File: config.mk
export PLATFORM = sky130hd
export DESIGN_NAME = lrwpan_tx_framer_spreader
export DESIGN_NICKNAME = d
export VERILOG_FILES = /design/src/lrwpan_tx_pkg.sv /design/src/lrwpan_tx_framer_spreader.sv
export SDC_FILE = /design/constraint.sdc
export NUM_CORES = 2
export LEC_CHECK = 0
export BUFFER_PORTS_ARGS = -buffer_cell sky130_fd_sc_hd__buf_2
export CELL_PAD_IN_SITES_DETAIL_PLACEMENT = 1
export CELL_PAD_IN_SITES_GLOBAL_PLACEMENT = 1
export CORE_ASPECT_RATIO = 1.1
export CORE_MARGIN = 2
export CORE_UTILIZATION = 40
export DETAILED_ROUTE_END_ITERATION = 8
export HOLD_SLACK_MARGIN = 0.06
export PLACE_DENSITY_LB_ADDON = 0.1
export SETUP_SLACK_MARGIN = 0.15
export SYNTH_ARGS = -nofsm -noshare
export SYNTH_HDL_FRONTEND = slang
export SYNTH_SLANG_ARGS = --single-unit
File: constraint.sdc
create_clock -name ref_clk -period 6.8 [get_ports ref_clk]
set_input_delay 1.02 -clock ref_clk [delete_from_list [all_inputs] [get_ports ref_clk]]
set_output_delay 1.02 -clock ref_clk [all_outputs]
set_load 0.01 [all_outputs]
File: src/lrwpan_tx_pkg.sv
// Constants, types and carriers shared by the transmit framer.
// Assumes a single 200 MHz core clock.
package lrwpan_tx_pkg;
  localparam int CLK_MHZ         = 200;
  localparam int TURN_US         = 192;
  localparam int TURN_CYCLES     = TURN_US * CLK_MHZ;
  localparam int RAMP_US         = 2;
  localparam int RAMP_CYCLES     = RAMP_US * CLK_MHZ;
  localparam int CHIP_RATE_KHZ   = 2000;
  localparam int CHIP_CYCLES     = CLK_MHZ * 1000 / CHIP_RATE_KHZ;
  localparam int HALF_CHIP       = CHIP_CYCLES / 2;
  localparam int PRE_BYTES       = 4;
  localparam logic [7:0]  PRE_VALUE  = 8'h00;
  localparam logic [7:0]  SFD_VALUE  = 8'hA7;
  localparam int FIFO_BYTES      = 128;
  localparam int IN_FIFO_DEPTH   = 4;
  localparam logic [15:0] CRC_POLY   = 16'h8408;
  localparam logic [15:0] CRC_INIT   = 16'h0000;
  localparam int MASK_TX_BIT     = 14;
  localparam int MASK_RX_BIT     = 15;
  localparam logic [31:0] CHIP_TABLE [16] = '{
    32'hD9C3522E, 32'hED9C3522, 32'h2ED9C352, 32'h22ED9C35,
    32'h522ED9C3, 32'h3522ED9C, 32'hC3522ED9, 32'h9C3522ED,
    32'h8C96077B, 32'hB8C96077, 32'h7B8C9607, 32'h77B8C960,
    32'h077B8C96, 32'h6077B8C9, 32'h96077B8C, 32'hC96077B8};

  typedef enum logic [2:0] {PH_IDLE, PH_TURN, PH_SEND, PH_RAMP, PH_RXCAL, PH_RX} phase_t;
  typedef enum logic [2:0] {SRC_PRE, SRC_SFD, SRC_LEN, SRC_DATA, SRC_CRC_LO, SRC_CRC_HI} src_t;

  typedef struct packed {
    logic tx_go_strobe;
    logic tx_go_if_clear_strobe;
    logic rx_go_strobe;
    logic radio_off_strobe;
    logic tx_fifo_flush_strobe;
  } strobe_t;

  typedef struct packed {
    logic auto_checksum;
    logic underrun_suppress;
    logic rx_after_tx_setting;
  } config_t;

  typedef struct packed {
    logic chip_i;
    logic chip_q;
  } chip_pair_t;
endpackage

File: src/lrwpan_tx_framer_spreader.sv
// Transmit framer with chip spreading, a 128-byte frame store and a host input FIFO.
// Assumes all inputs are synchronous to ref_clk and strobes are one-cycle pulses.
`timescale 1ns/1ps
`default_nettype none

module byte_skid_fifo #(
  parameter int WIDTH = 8,
  parameter int DEPTH = 4
) (
  input  wire logic             clk,
  input  wire logic             rst_b,
  input  wire logic             in_valid,
  input  wire logic [WIDTH-1:0] in_data,
  output var  logic             in_ready,
  output var  logic             out_valid,
  output logic      [WIDTH-1:0] out_data,
  input  wire logic             out_ready
);
  localparam int PW = $clog2(DEPTH);
  localparam int CW = $clog2(DEPTH + 1);
  logic [WIDTH-1:0] store [DEPTH];
  logic [WIDTH-1:0] next_store [DEPTH];
  logic [PW-1:0]    rd_ptr, next_rd_ptr, wr_ptr, next_wr_ptr;
  logic [CW-1:0]    cnt, next_cnt;
  logic             push, pop;

  assign out_data = store[rd_ptr];
  assign push     = in_valid && in_ready;
  assign pop      = out_valid && out_ready;

  always_comb begin
    next_store  = store;
    next_rd_ptr = rd_ptr;
    next_wr_ptr = wr_ptr;
    next_cnt    = cnt;
    if (push) begin
      next_store[wr_ptr] = in_data;
      next_wr_ptr = (wr_ptr == PW'(DEPTH - 1)) ? '0 : wr_ptr + 1'b1;
    end
    if (pop) begin
      next_rd_ptr = (rd_ptr == PW'(DEPTH - 1)) ? '0 : rd_ptr + 1'b1;
    end
    if (push && !pop) begin
      next_cnt = cnt + 1'b1;
    end else if (pop && !push) begin
      next_cnt = cnt - 1'b1;
    end
  end

  always_ff @(posedge clk) begin
    if (!rst_b) begin
      store     <= '{default: '0};
      rd_ptr    <= '0;
      wr_ptr    <= '0;
      cnt       <= '0;
      in_ready  <= 1'b1;
      out_valid <= 1'b0;
    end else begin
      store     <= next_store;
      rd_ptr    <= next_rd_ptr;
      wr_ptr    <= next_wr_ptr;
      cnt       <= next_cnt;
      in_ready  <= next_cnt != CW'(DEPTH);
      out_valid <= next_cnt != '0;
    end
  end
endmodule

module lrwpan_tx_framer_spreader
  import lrwpan_tx_pkg::*;
#(
  parameter int TURN_CYCLES_P = lrwpan_tx_pkg::TURN_CYCLES
) (
  input  wire logic                     ref_clk,
  input  wire logic                     rst_b,
  input  wire lrwpan_tx_pkg::strobe_t   cmd,
  input  wire lrwpan_tx_pkg::config_t   cfg,
  input  wire logic                     channel_clear,
  input  wire logic                     wr_valid,
  input  wire logic [7:0]               wr_byte,
  output var  logic                     wr_ready,
  output var  lrwpan_tx_pkg::chip_pair_t chips,
  output var  logic                     sfd_active,
  output var  logic                     sfd_event,
  output var  logic                     frame_sent_event,
  output var  logic                     tx_active,
  output var  logic                     rx_on,
  output var  logic                     overflow_flag,
  output var  logic                     underflow_flag,
  output var  logic                     latched_channel_clear,
  output var  logic [15:0]              receiver_enable_mask,
  output var  logic [7:0]               tx_fill_count
);
  import lrwpan_tx_pkg::*;

  localparam logic [6:0] CHIP_LAST = 7'(CHIP_CYCLES - 1);
  localparam logic [6:0] HALF_AT   = 7'(HALF_CHIP);
  localparam logic [2:0] PRE_LAST  = 3'(PRE_BYTES - 1);
  localparam logic [15:0] TURN_LOAD = 16'(TURN_CYCLES_P - 1);
  localparam logic [15:0] RAMP_LOAD = 16'(RAMP_CYCLES - 1);
  localparam logic [7:0] FULL_CNT  = 8'(FIFO_BYTES);
  localparam int TURN_LOAD_I = TURN_CYCLES_P - 1;
  localparam int RAMP_LOAD_I = RAMP_CYCLES - 1;

  function automatic logic chip_bit(input logic [3:0] s, input logic [4:0] i);
    return CHIP_TABLE[s][5'd31 - i];
  endfunction

  function automatic logic [15:0] crc_step(input logic [15:0] c, input logic [7:0] b);
    logic [15:0] r;
    r = c;
    for (int k = 0; k < 8; k++) begin
      r = (r[0] ^ b[k]) ? ((r >> 1) ^ CRC_POLY) : (r >> 1);
    end
    return r;
  endfunction

  phase_t     phase, next_phase;
  src_t       src, next_src;
  logic [2:0] pre_cnt, next_pre_cnt;
  logic [15:0] wait_cnt, next_wait_cnt;
  logic [6:0] div_cnt, next_div_cnt;
  logic [4:0] chip_idx, next_chip_idx;
  logic       sym_hi, next_sym_hi;
  logic [7:0] cur_byte, next_cur_byte;
  logic [7:0] rd_ptr, next_rd_ptr;
  logic [7:0] sent_bytes, next_sent_bytes;
  logic [6:0] frame_len, next_frame_len;
  logic [15:0] crc, next_crc;
  logic [7:0] mem [FIFO_BYTES];
  logic [7:0] next_mem [FIFO_BYTES];
  logic       done_flag, next_done_flag;
  chip_pair_t next_chips;
  logic       next_sfd_active, next_sfd_event, next_frame_sent_event;
  logic       next_overflow_flag, next_underflow_flag, next_latched_channel_clear;
  logic [15:0] next_receiver_enable_mask;
  logic [7:0] next_tx_fill_count;
  logic       byte_done, more_data, fetch_now, drain_ready, q_valid, ramp_go;
  logic [7:0] q_byte, fetched;
  logic [3:0] sym;

  byte_skid_fifo #(.WIDTH(8), .DEPTH(IN_FIFO_DEPTH)) u_in_fifo (
    .clk      (ref_clk),
    .rst_b    (rst_b),
    .in_valid (wr_valid),
    .in_data  (wr_byte),
    .in_ready (wr_ready),
    .out_valid(q_valid),
    .out_data (q_byte),
    .out_ready(drain_ready)
  );

  assign sym       = sym_hi ? cur_byte[7:4] : cur_byte[3:0];
  assign byte_done = (phase == PH_SEND) && (div_cnt == CHIP_LAST) && (chip_idx == 5'd31) && sym_hi;
  assign more_data = cfg.auto_checksum ? (sent_bytes + 8'd2 < {1'b0, frame_len})
                                       : (sent_bytes < {1'b0, frame_len});
  assign fetch_now = byte_done && ((src == SRC_SFD) ||
                     ((src == SRC_LEN || src == SRC_DATA) && more_data));
  assign fetched   = mem[rd_ptr[6:0]];
  assign drain_ready = !fetch_now && !cmd.tx_fifo_flush_strobe;

  always_comb begin
    next_phase = phase;
    next_src = src;
    next_pre_cnt = pre_cnt;
    next_wait_cnt = wait_cnt;
    next_div_cnt = div_cnt;
    next_chip_idx = chip_idx;
    next_sym_hi = sym_hi;
    next_cur_byte = cur_byte;
    next_rd_ptr = rd_ptr;
    next_sent_bytes = sent_bytes;
    next_frame_len = frame_len;
    next_crc = crc;
    next_mem = mem;
    next_done_flag = done_flag;
    next_chips = chips;
    next_sfd_active = sfd_active;
    next_sfd_event = 1'b0;
    next_frame_sent_event = 1'b0;
    next_overflow_flag = overflow_flag;
    next_underflow_flag = underflow_flag;
    next_latched_channel_clear = latched_channel_clear;
    next_receiver_enable_mask = receiver_enable_mask;
    next_tx_fill_count = tx_fill_count;
    ramp_go = 1'b0;
    if (cmd.tx_fifo_flush_strobe) begin
      next_tx_fill_count = '0;
      next_overflow_flag = 1'b0;
      next_underflow_flag = 1'b0;
      next_done_flag = 1'b0;
    end
    if (q_valid && drain_ready && !overflow_flag) begin
      if (done_flag) begin
        next_mem[0] = q_byte;
        next_tx_fill_count = 8'd1;
        next_done_flag = 1'b0;
      end else if (tx_fill_count == FULL_CNT) begin
        next_overflow_flag = 1'b1;
      end else begin
        next_mem[tx_fill_count[6:0]] = q_byte;
        next_tx_fill_count = tx_fill_count + 8'd1;
      end
    end
    case (phase)
      PH_TURN: begin
        if (wait_cnt == '0) begin
          next_phase = PH_SEND;
          next_src = SRC_PRE;
          next_pre_cnt = '0;
          next_cur_byte = PRE_VALUE;
          next_div_cnt = '0;
          next_chip_idx = '0;
          next_sym_hi = 1'b0;
          next_rd_ptr = '0;
          next_sent_bytes = '0;
          next_crc = CRC_INIT;
        end else begin
          next_wait_cnt = wait_cnt - 16'd1;
        end
      end
      PH_SEND: begin
        next_div_cnt = (div_cnt == CHIP_LAST) ? '0 : div_cnt + 7'd1;
        if (div_cnt == '0 && !chip_idx[0]) begin
          next_chips.chip_i = chip_bit(sym, chip_idx);
        end
        if (div_cnt == HALF_AT && chip_idx[0]) begin
          next_chips.chip_q = chip_bit(sym, chip_idx);
        end
        if (div_cnt == CHIP_LAST) begin
          next_chip_idx = chip_idx + 5'd1;
          if (chip_idx == 5'd31) begin
            next_sym_hi = !sym_hi;
          end
        end
        if (byte_done) begin
          case (src)
            SRC_PRE: begin
              if (pre_cnt == PRE_LAST) begin
                next_src = SRC_SFD;
                next_cur_byte = SFD_VALUE;
              end else begin
                next_pre_cnt = pre_cnt + 3'd1;
                next_cur_byte = PRE_VALUE;
              end
            end
            SRC_SFD: begin
              next_sfd_event = 1'b1;
              next_sfd_active = 1'b1;
            end
            SRC_CRC_LO: begin
              next_src = SRC_CRC_HI;
              next_cur_byte = crc[15:8];
            end
            SRC_CRC_HI: ramp_go = 1'b1;
            default: begin
              if (!more_data) begin
                if (cfg.auto_checksum) begin
                  next_src = SRC_CRC_LO;
                  next_cur_byte = crc[7:0];
                end else begin
                  ramp_go = 1'b1;
                end
              end
            end
          endcase
          if (fetch_now) begin
            if (rd_ptr >= tx_fill_count && !cfg.underrun_suppress) begin
              next_underflow_flag = 1'b1;
              ramp_go = 1'b1;
            end else begin
              next_cur_byte = fetched;
              next_rd_ptr = rd_ptr + 8'd1;
              if (src == SRC_SFD) begin
                next_src = SRC_LEN;
                next_frame_len = fetched[6:0];
              end else begin
                next_src = SRC_DATA;
                next_sent_bytes = sent_bytes + 8'd1;
                next_crc = crc_step(crc, fetched);
              end
            end
          end
        end
        if (ramp_go) begin
          next_phase = PH_RAMP;
          next_wait_cnt = RAMP_LOAD;
        end
      end
      PH_RAMP: begin
        if (wait_cnt == '0) begin
          next_sfd_active = 1'b0;
          if (!underflow_flag) begin
            next_frame_sent_event = 1'b1;
            next_done_flag = 1'b1;
          end
          if (receiver_enable_mask != '0) begin
            next_phase = PH_RXCAL;
            next_wait_cnt = TURN_LOAD;
          end else begin
            next_phase = PH_IDLE;
          end
        end else begin
          next_wait_cnt = wait_cnt - 16'd1;
        end
      end
      PH_RXCAL: begin
        if (wait_cnt == '0) begin
          next_phase = PH_RX;
        end else begin
          next_wait_cnt = wait_cnt - 16'd1;
        end
      end
      PH_RX: begin
        if (receiver_enable_mask == '0) begin
          next_phase = PH_IDLE;
        end
      end
      default: begin
        next_phase = phase;
      end
    endcase
    if (cmd.tx_go_if_clear_strobe) begin
      next_latched_channel_clear = channel_clear;
    end
    if (cmd.radio_off_strobe) begin
      next_phase = PH_IDLE;
      next_receiver_enable_mask = '0;
      next_sfd_active = 1'b0;
    end else if (cmd.rx_go_strobe) begin
      next_phase = PH_RXCAL;
      next_wait_cnt = TURN_LOAD;
      next_receiver_enable_mask[MASK_RX_BIT] = 1'b1;
      next_sfd_active = 1'b0;
    end else if (cmd.tx_go_strobe || (cmd.tx_go_if_clear_strobe && channel_clear)) begin
      next_phase = PH_TURN;
      next_wait_cnt = TURN_LOAD;
      next_sfd_active = 1'b0;
      if (cmd.tx_go_strobe && cfg.rx_after_tx_setting) begin
        next_receiver_enable_mask[MASK_TX_BIT] = 1'b1;
      end
    end else if (cmd.tx_fifo_flush_strobe && phase == PH_SEND) begin
      next_underflow_flag = 1'b1;
      next_phase = PH_RAMP;
      next_wait_cnt = RAMP_LOAD;
    end
  end

  always_ff @(posedge ref_clk) begin
    if (!rst_b) begin
      phase <= PH_IDLE;
      src <= SRC_PRE;
      pre_cnt <= '0;
      wait_cnt <= '0;
      div_cnt <= '0;
      chip_idx <= '0;
      sym_hi <= 1'b0;
      cur_byte <= '0;
      rd_ptr <= '0;
      sent_bytes <= '0;
      frame_len <= '0;
      crc <= CRC_INIT;
      mem <= '{default: 8'h00};
      done_flag <= 1'b0;
      chips <= '0;
      sfd_active <= 1'b0;
      sfd_event <= 1'b0;
      frame_sent_event <= 1'b0;
      tx_active <= 1'b0;
      rx_on <= 1'b0;
      overflow_flag <= 1'b0;
      underflow_flag <= 1'b0;
      latched_channel_clear <= 1'b0;
      receiver_enable_mask <= '0;
      tx_fill_count <= '0;
    end else begin
      phase <= next_phase;
      src <= next_src;
      pre_cnt <= next_pre_cnt;
      wait_cnt <= next_wait_cnt;
      div_cnt <= next_div_cnt;
      chip_idx <= next_chip_idx;
      sym_hi <= next_sym_hi;
      cur_byte <= next_cur_byte;
      rd_ptr <= next_rd_ptr;
      sent_bytes <= next_sent_bytes;
      frame_len <= next_frame_len;
      crc <= next_crc;
      mem <= next_mem;
      done_flag <= next_done_flag;
      chips <= next_chips;
      sfd_active <= next_sfd_active;
      sfd_event <= next_sfd_event;
      frame_sent_event <= next_frame_sent_event;
      tx_active <= (next_phase == PH_SEND) || (next_phase == PH_RAMP);
      rx_on <= next_phase == PH_RX;
      overflow_flag <= next_overflow_flag;
      underflow_flag <= next_underflow_flag;
      latched_channel_clear <= next_latched_channel_clear;
      receiver_enable_mask <= next_receiver_enable_mask;
      tx_fill_count <= next_tx_fill_count;
    end
  end
endmodule

`default_nettype wire

==> flow_summary_export.csv <==
group,metric,value,unit
drt,antenna_left,0,
sta,skew,31.30,ps
global_route,grt-ovfl-total,0,
clock_tree,ctsResizeCount,0,
power_and_ir_drop,report.power.total,15.11,mW
sta,maxSlewViolCount,0,
run_status,status,"finished clean",
sta,rsz0062_at_grt,"false",
sta,timing_hold_violations_final,0,
synthesis,ys_async_rst_share,0,
floorplanning,die_span_x,354.6,um
power_and_ir_drop,power_density,253.3,nW/um2
worst_setup_path,length_in_cells_of_the_worst_reg_to_reg_path,10,
floorplanning,rows,141,
sta,hold_slack,451.5,ps
final_layout,finish.net_count,5366,
drt,via_per_inst,5.690,
worst_setup_path,crit_arrival,5900,ps
worst_setup_path,crit_path_end,"crc[3]",
synthesis,synth_top_area_share,0.4335,
synthesis,synthDistinctLibCells,104,
clock_tree,cts-root-to-sink-buffers,3,
global_route,grt_first_pass_wirelength,276.2,mm
global_route,global_route.usage.total,0.2627,
floorplanning,coreArea,134300,um2
final_layout,area.growth.synth_to_final,10.33,%
worst_setup_path,timing.critical_path.mode_cell,"sky130_fd_sc_hd__o22ai_1",
final_layout,seqCellArea,23460,um2
synthesis,post_synth.cell_area_avg,9.924,um2
worst_setup_path,ff2ff_setup_slack,1540,ps
drt,wirelength,183.8,mm
clock_tree,clk-insertion-delay-late,790,ps
synthesis,syn_inst,5449,
worst_setup_path,startpoint,"rd_ptr[3]",
placement,dp_hpwl,118.4,mm
worst_setup_path,worst-endpoint-required,7450,ps
sta,fin_crit,5257,ps
worst_setup_path,critical_path.startpoint_type,"flip-flop",
worst_setup_path,worstPathCellList,"buf_4 > nand3_2 > o22ai_1 > o22ai_1 > a2111oi_1 > o32ai_2 > xnor2_2 > xnor3_2 > xnor2_1 > o21ai_1",
synthesis,yosys_warnings,0,
final_layout,n_fill_cell,14800,
sta,setup_viol,0,
synthesis,synth_edf_count,0,
job,max_cap_viol_count,0,
worst_setup_path,crit_slowest_cell,"sky130_fd_sc_hd__a2111oi_1",
final_layout,multi_input_area,28480,um2
worst_setup_path,critPathCaptureType,"flip-flop",
clock_tree,numCtsBuffers,135,
clock_tree,cts.hold.buffers_added,0,
synthesis,most_common_library_cells_after_synthesis,"sky130_fd_sc_hd__dfxtp_1, sky130_fd_sc_hd__nand2_1, sky130_fd_sc_hd__mux2i_1",
worst_setup_path,reg2reg_from,"rd_ptr[3]",
worst_setup_path,largest_stage_delay_worst_path,1220,ps
clock_tree,cts.reportedPaths.clkPinSlew,60,ps
clock_tree,cts_num_sinks,1171,
drt,vias,40860,
synthesis,post_synth_instance_area,54080,um2
clock_tree,cts-htree-levels,4,
sta,tightest_slew,1393,ps
worst_setup_path,critical_path.max_fanout,23,
drt,drt_iter0_drc,2650,
sta,fmax,190.2,MHz
sta,timing.setup.tns,0,ps
synthesis,synth_most_common_cell,"sky130_fd_sc_hd__dfxtp_1",
final_layout,final_cells,7181,
placement,dpl.cell_count,6947,
drt,wl_per_cell,25.60,um
synthesis,register_bit_count_reported_by_yosys,1171,
synthesis,synth_sequential_area_ratio,0.4335,
placement,port_buffers,40,
clock_tree,cts_root_buf,"sky130_fd_sc_hd__clkbuf_16",
drt,drt_pre_antenna_iters,5,
min_path,hold_path_class,"flip-flop to flip-flop",
synthesis,largest_cells_by_area_after_synthesis,"sky130_fd_sc_hd__dfxtp_1, sky130_fd_sc_hd__mux2i_1, sky130_fd_sc_hd__mux4_2",
global_route,grt_antenna_before_repair,2,
sta,finalCritPeriodShare,0.7732,
worst_setup_path,reg_to_reg_end,"crc[3]",
power_and_ir_drop,ir_drop,0.2593,mV
floorplanning,pin_count,55,
sta,max_slew_margin,0.06895,
final_layout,layout-drive-gt1-share,0.1326,
synthesis,synthDominantAreaCellType,"sky130_fd_sc_hd__dfxtp_1",
placement,globalplace.congestion,0.8288,
global_route,grt_pass1_vias,41960,
floorplanning,initial_utilization,0.4028,
clock_tree,post-cts-setup-buffers,0,
global_route,maximum_number_of_pins_on_one_net_before_global_route_repair,180,
worst_setup_path,setup.worst_path.class,"flip-flop to flip-flop",
power_and_ir_drop,leakage_power_of_the_design,22.16,nW
drt,detail_route.drc_violations,0,
synthesis,ys.flop_type,"sky130_fd_sc_hd__dfxtp_1",
floorplanning,floorplan.die_area,138100,um2
clock_tree,tritoncts,"done",
floorplanning,die-height,389.6,um
final_layout,core_util_final,0.4444,
## cell families (layout without fill, tap and decap cells)
| group | Yosys count | in the layout | synth area share |
|---|---|---|---|
| muxes | 1232 | 1232 | 0.2800 |
| AOI/OAI and AO/OA | 706 | 706 | 0.07999 |
| buffers and inverters | 475 | 406 | 0.04311 |
| adders and majority gates | 49 | 49 | 0.01134 |
| xor gates and xnor gates | 57 | 57 | 0.01048 |
| other | 1 | 15 | 0.00006935 |
| DFF | 1171 | 1171 | 0.4335 |
| and+or+nand+nor | 1758 | 1758 | 0.1415 |
## state kept, by name, indices dropped and copies added (netlist names), 3 cells and up
register / cells
chip_idx: 5
sent_bytes: 8
wait_cnt: 16
pre_cnt: 3
tx_fill_count: 8
u_in_fifo.cnt: 3
cur_byte: 8
phase: 3
rd_ptr: 8
crc: 16
frame_len: 7
u_in_fifo.store: 32
mem: 1024
src: 3
div_cnt: 7
## per-stage QoR
stage / instance area [um2] / worst slack [ps]
2_1_floorplan: 54120 / 3504
3_3_place_gp: 55280 / 1677
3_5_place_dp: 55280 / 1621
4_1_cts: 59660 / 1601
5_1_grt: 59660 / 1512
6_report: 59660 / 1543
## worst min-delay path by stage
stage                       start  slack [ps]  cells past startpoint            endpoint
5_1_grt                  mem[166]         470                      2            mem[166]
3_3_place_gp             mem[281]         440                      2            mem[281]
2_1_floorplan            mem[149]         430                      2            mem[149]
4_1_cts        u_in_fifo.store[8]         460                      2  u_in_fifo.store[8]
3_5_place_dp             mem[909]         450                      2            mem[909]
6_report                 mem[546]         450                      2            mem[546]
## cell usage in the layout, fill, tap and decap left out, drive strengths merged, types with 22 or more instances in the layout
cell type,n
mux2i,992
ha,49
nor2,259
xnor2,41
buf,122
clkbuf,198
dfxtp,1171
o22ai,40
nor3,54
inv,56
o21ai,256
mux4,214
nand2,1119
clkinv,22
mux2,26
nand3,214
a21oi,198
## power breakdown
part / leakage (nW) / internal [mW] / total [mW] / switching (mW)
Sequential: 9.44 / 6.90 / 6.95 / 0.0538
Combinational: 10.6 / 0.180 / 0.852 / 0.672
Clock: 2.16 / 4.29 / 7.31 / 3.02
Total: 22.2 / 11.4 / 15.1 / 3.75
## worst max-delay path: cells and delay by family, from the launching register on
family	cells	cell delay, ps
and+or+nand+nor	1	520
xor gates and xnor gates	3	980
DFF	1	780
buffers and inverters	1	570
AOI/OAI and AO/OA	5	2230
## layer usage
metal	up-vias	track usage	part of all wire	wire length, um
met2	694	0.4527	0.49	89580
met1	20910	0.3377	0.45	82000
met3	271	0.03584	0.035	6354
met4	0	0.08729	0.032	5876
met5	-	0	0	0
li1	18990	-	-	-
## area by class of cell
class / count / share of cell area
repair buffers: 122 / 0.01531
flip-flops and latches: 1171 / 0.3931
inverters: 51 / 0.003293
diodes: 1 / 0.00004194
clock inverters: 35 / 0.006480
multi-input cells: 3816 / 0.4774
clock buffers: 198 / 0.06688
well taps: 1787 / 0.03748
Power figures use the tool's default switching activity.
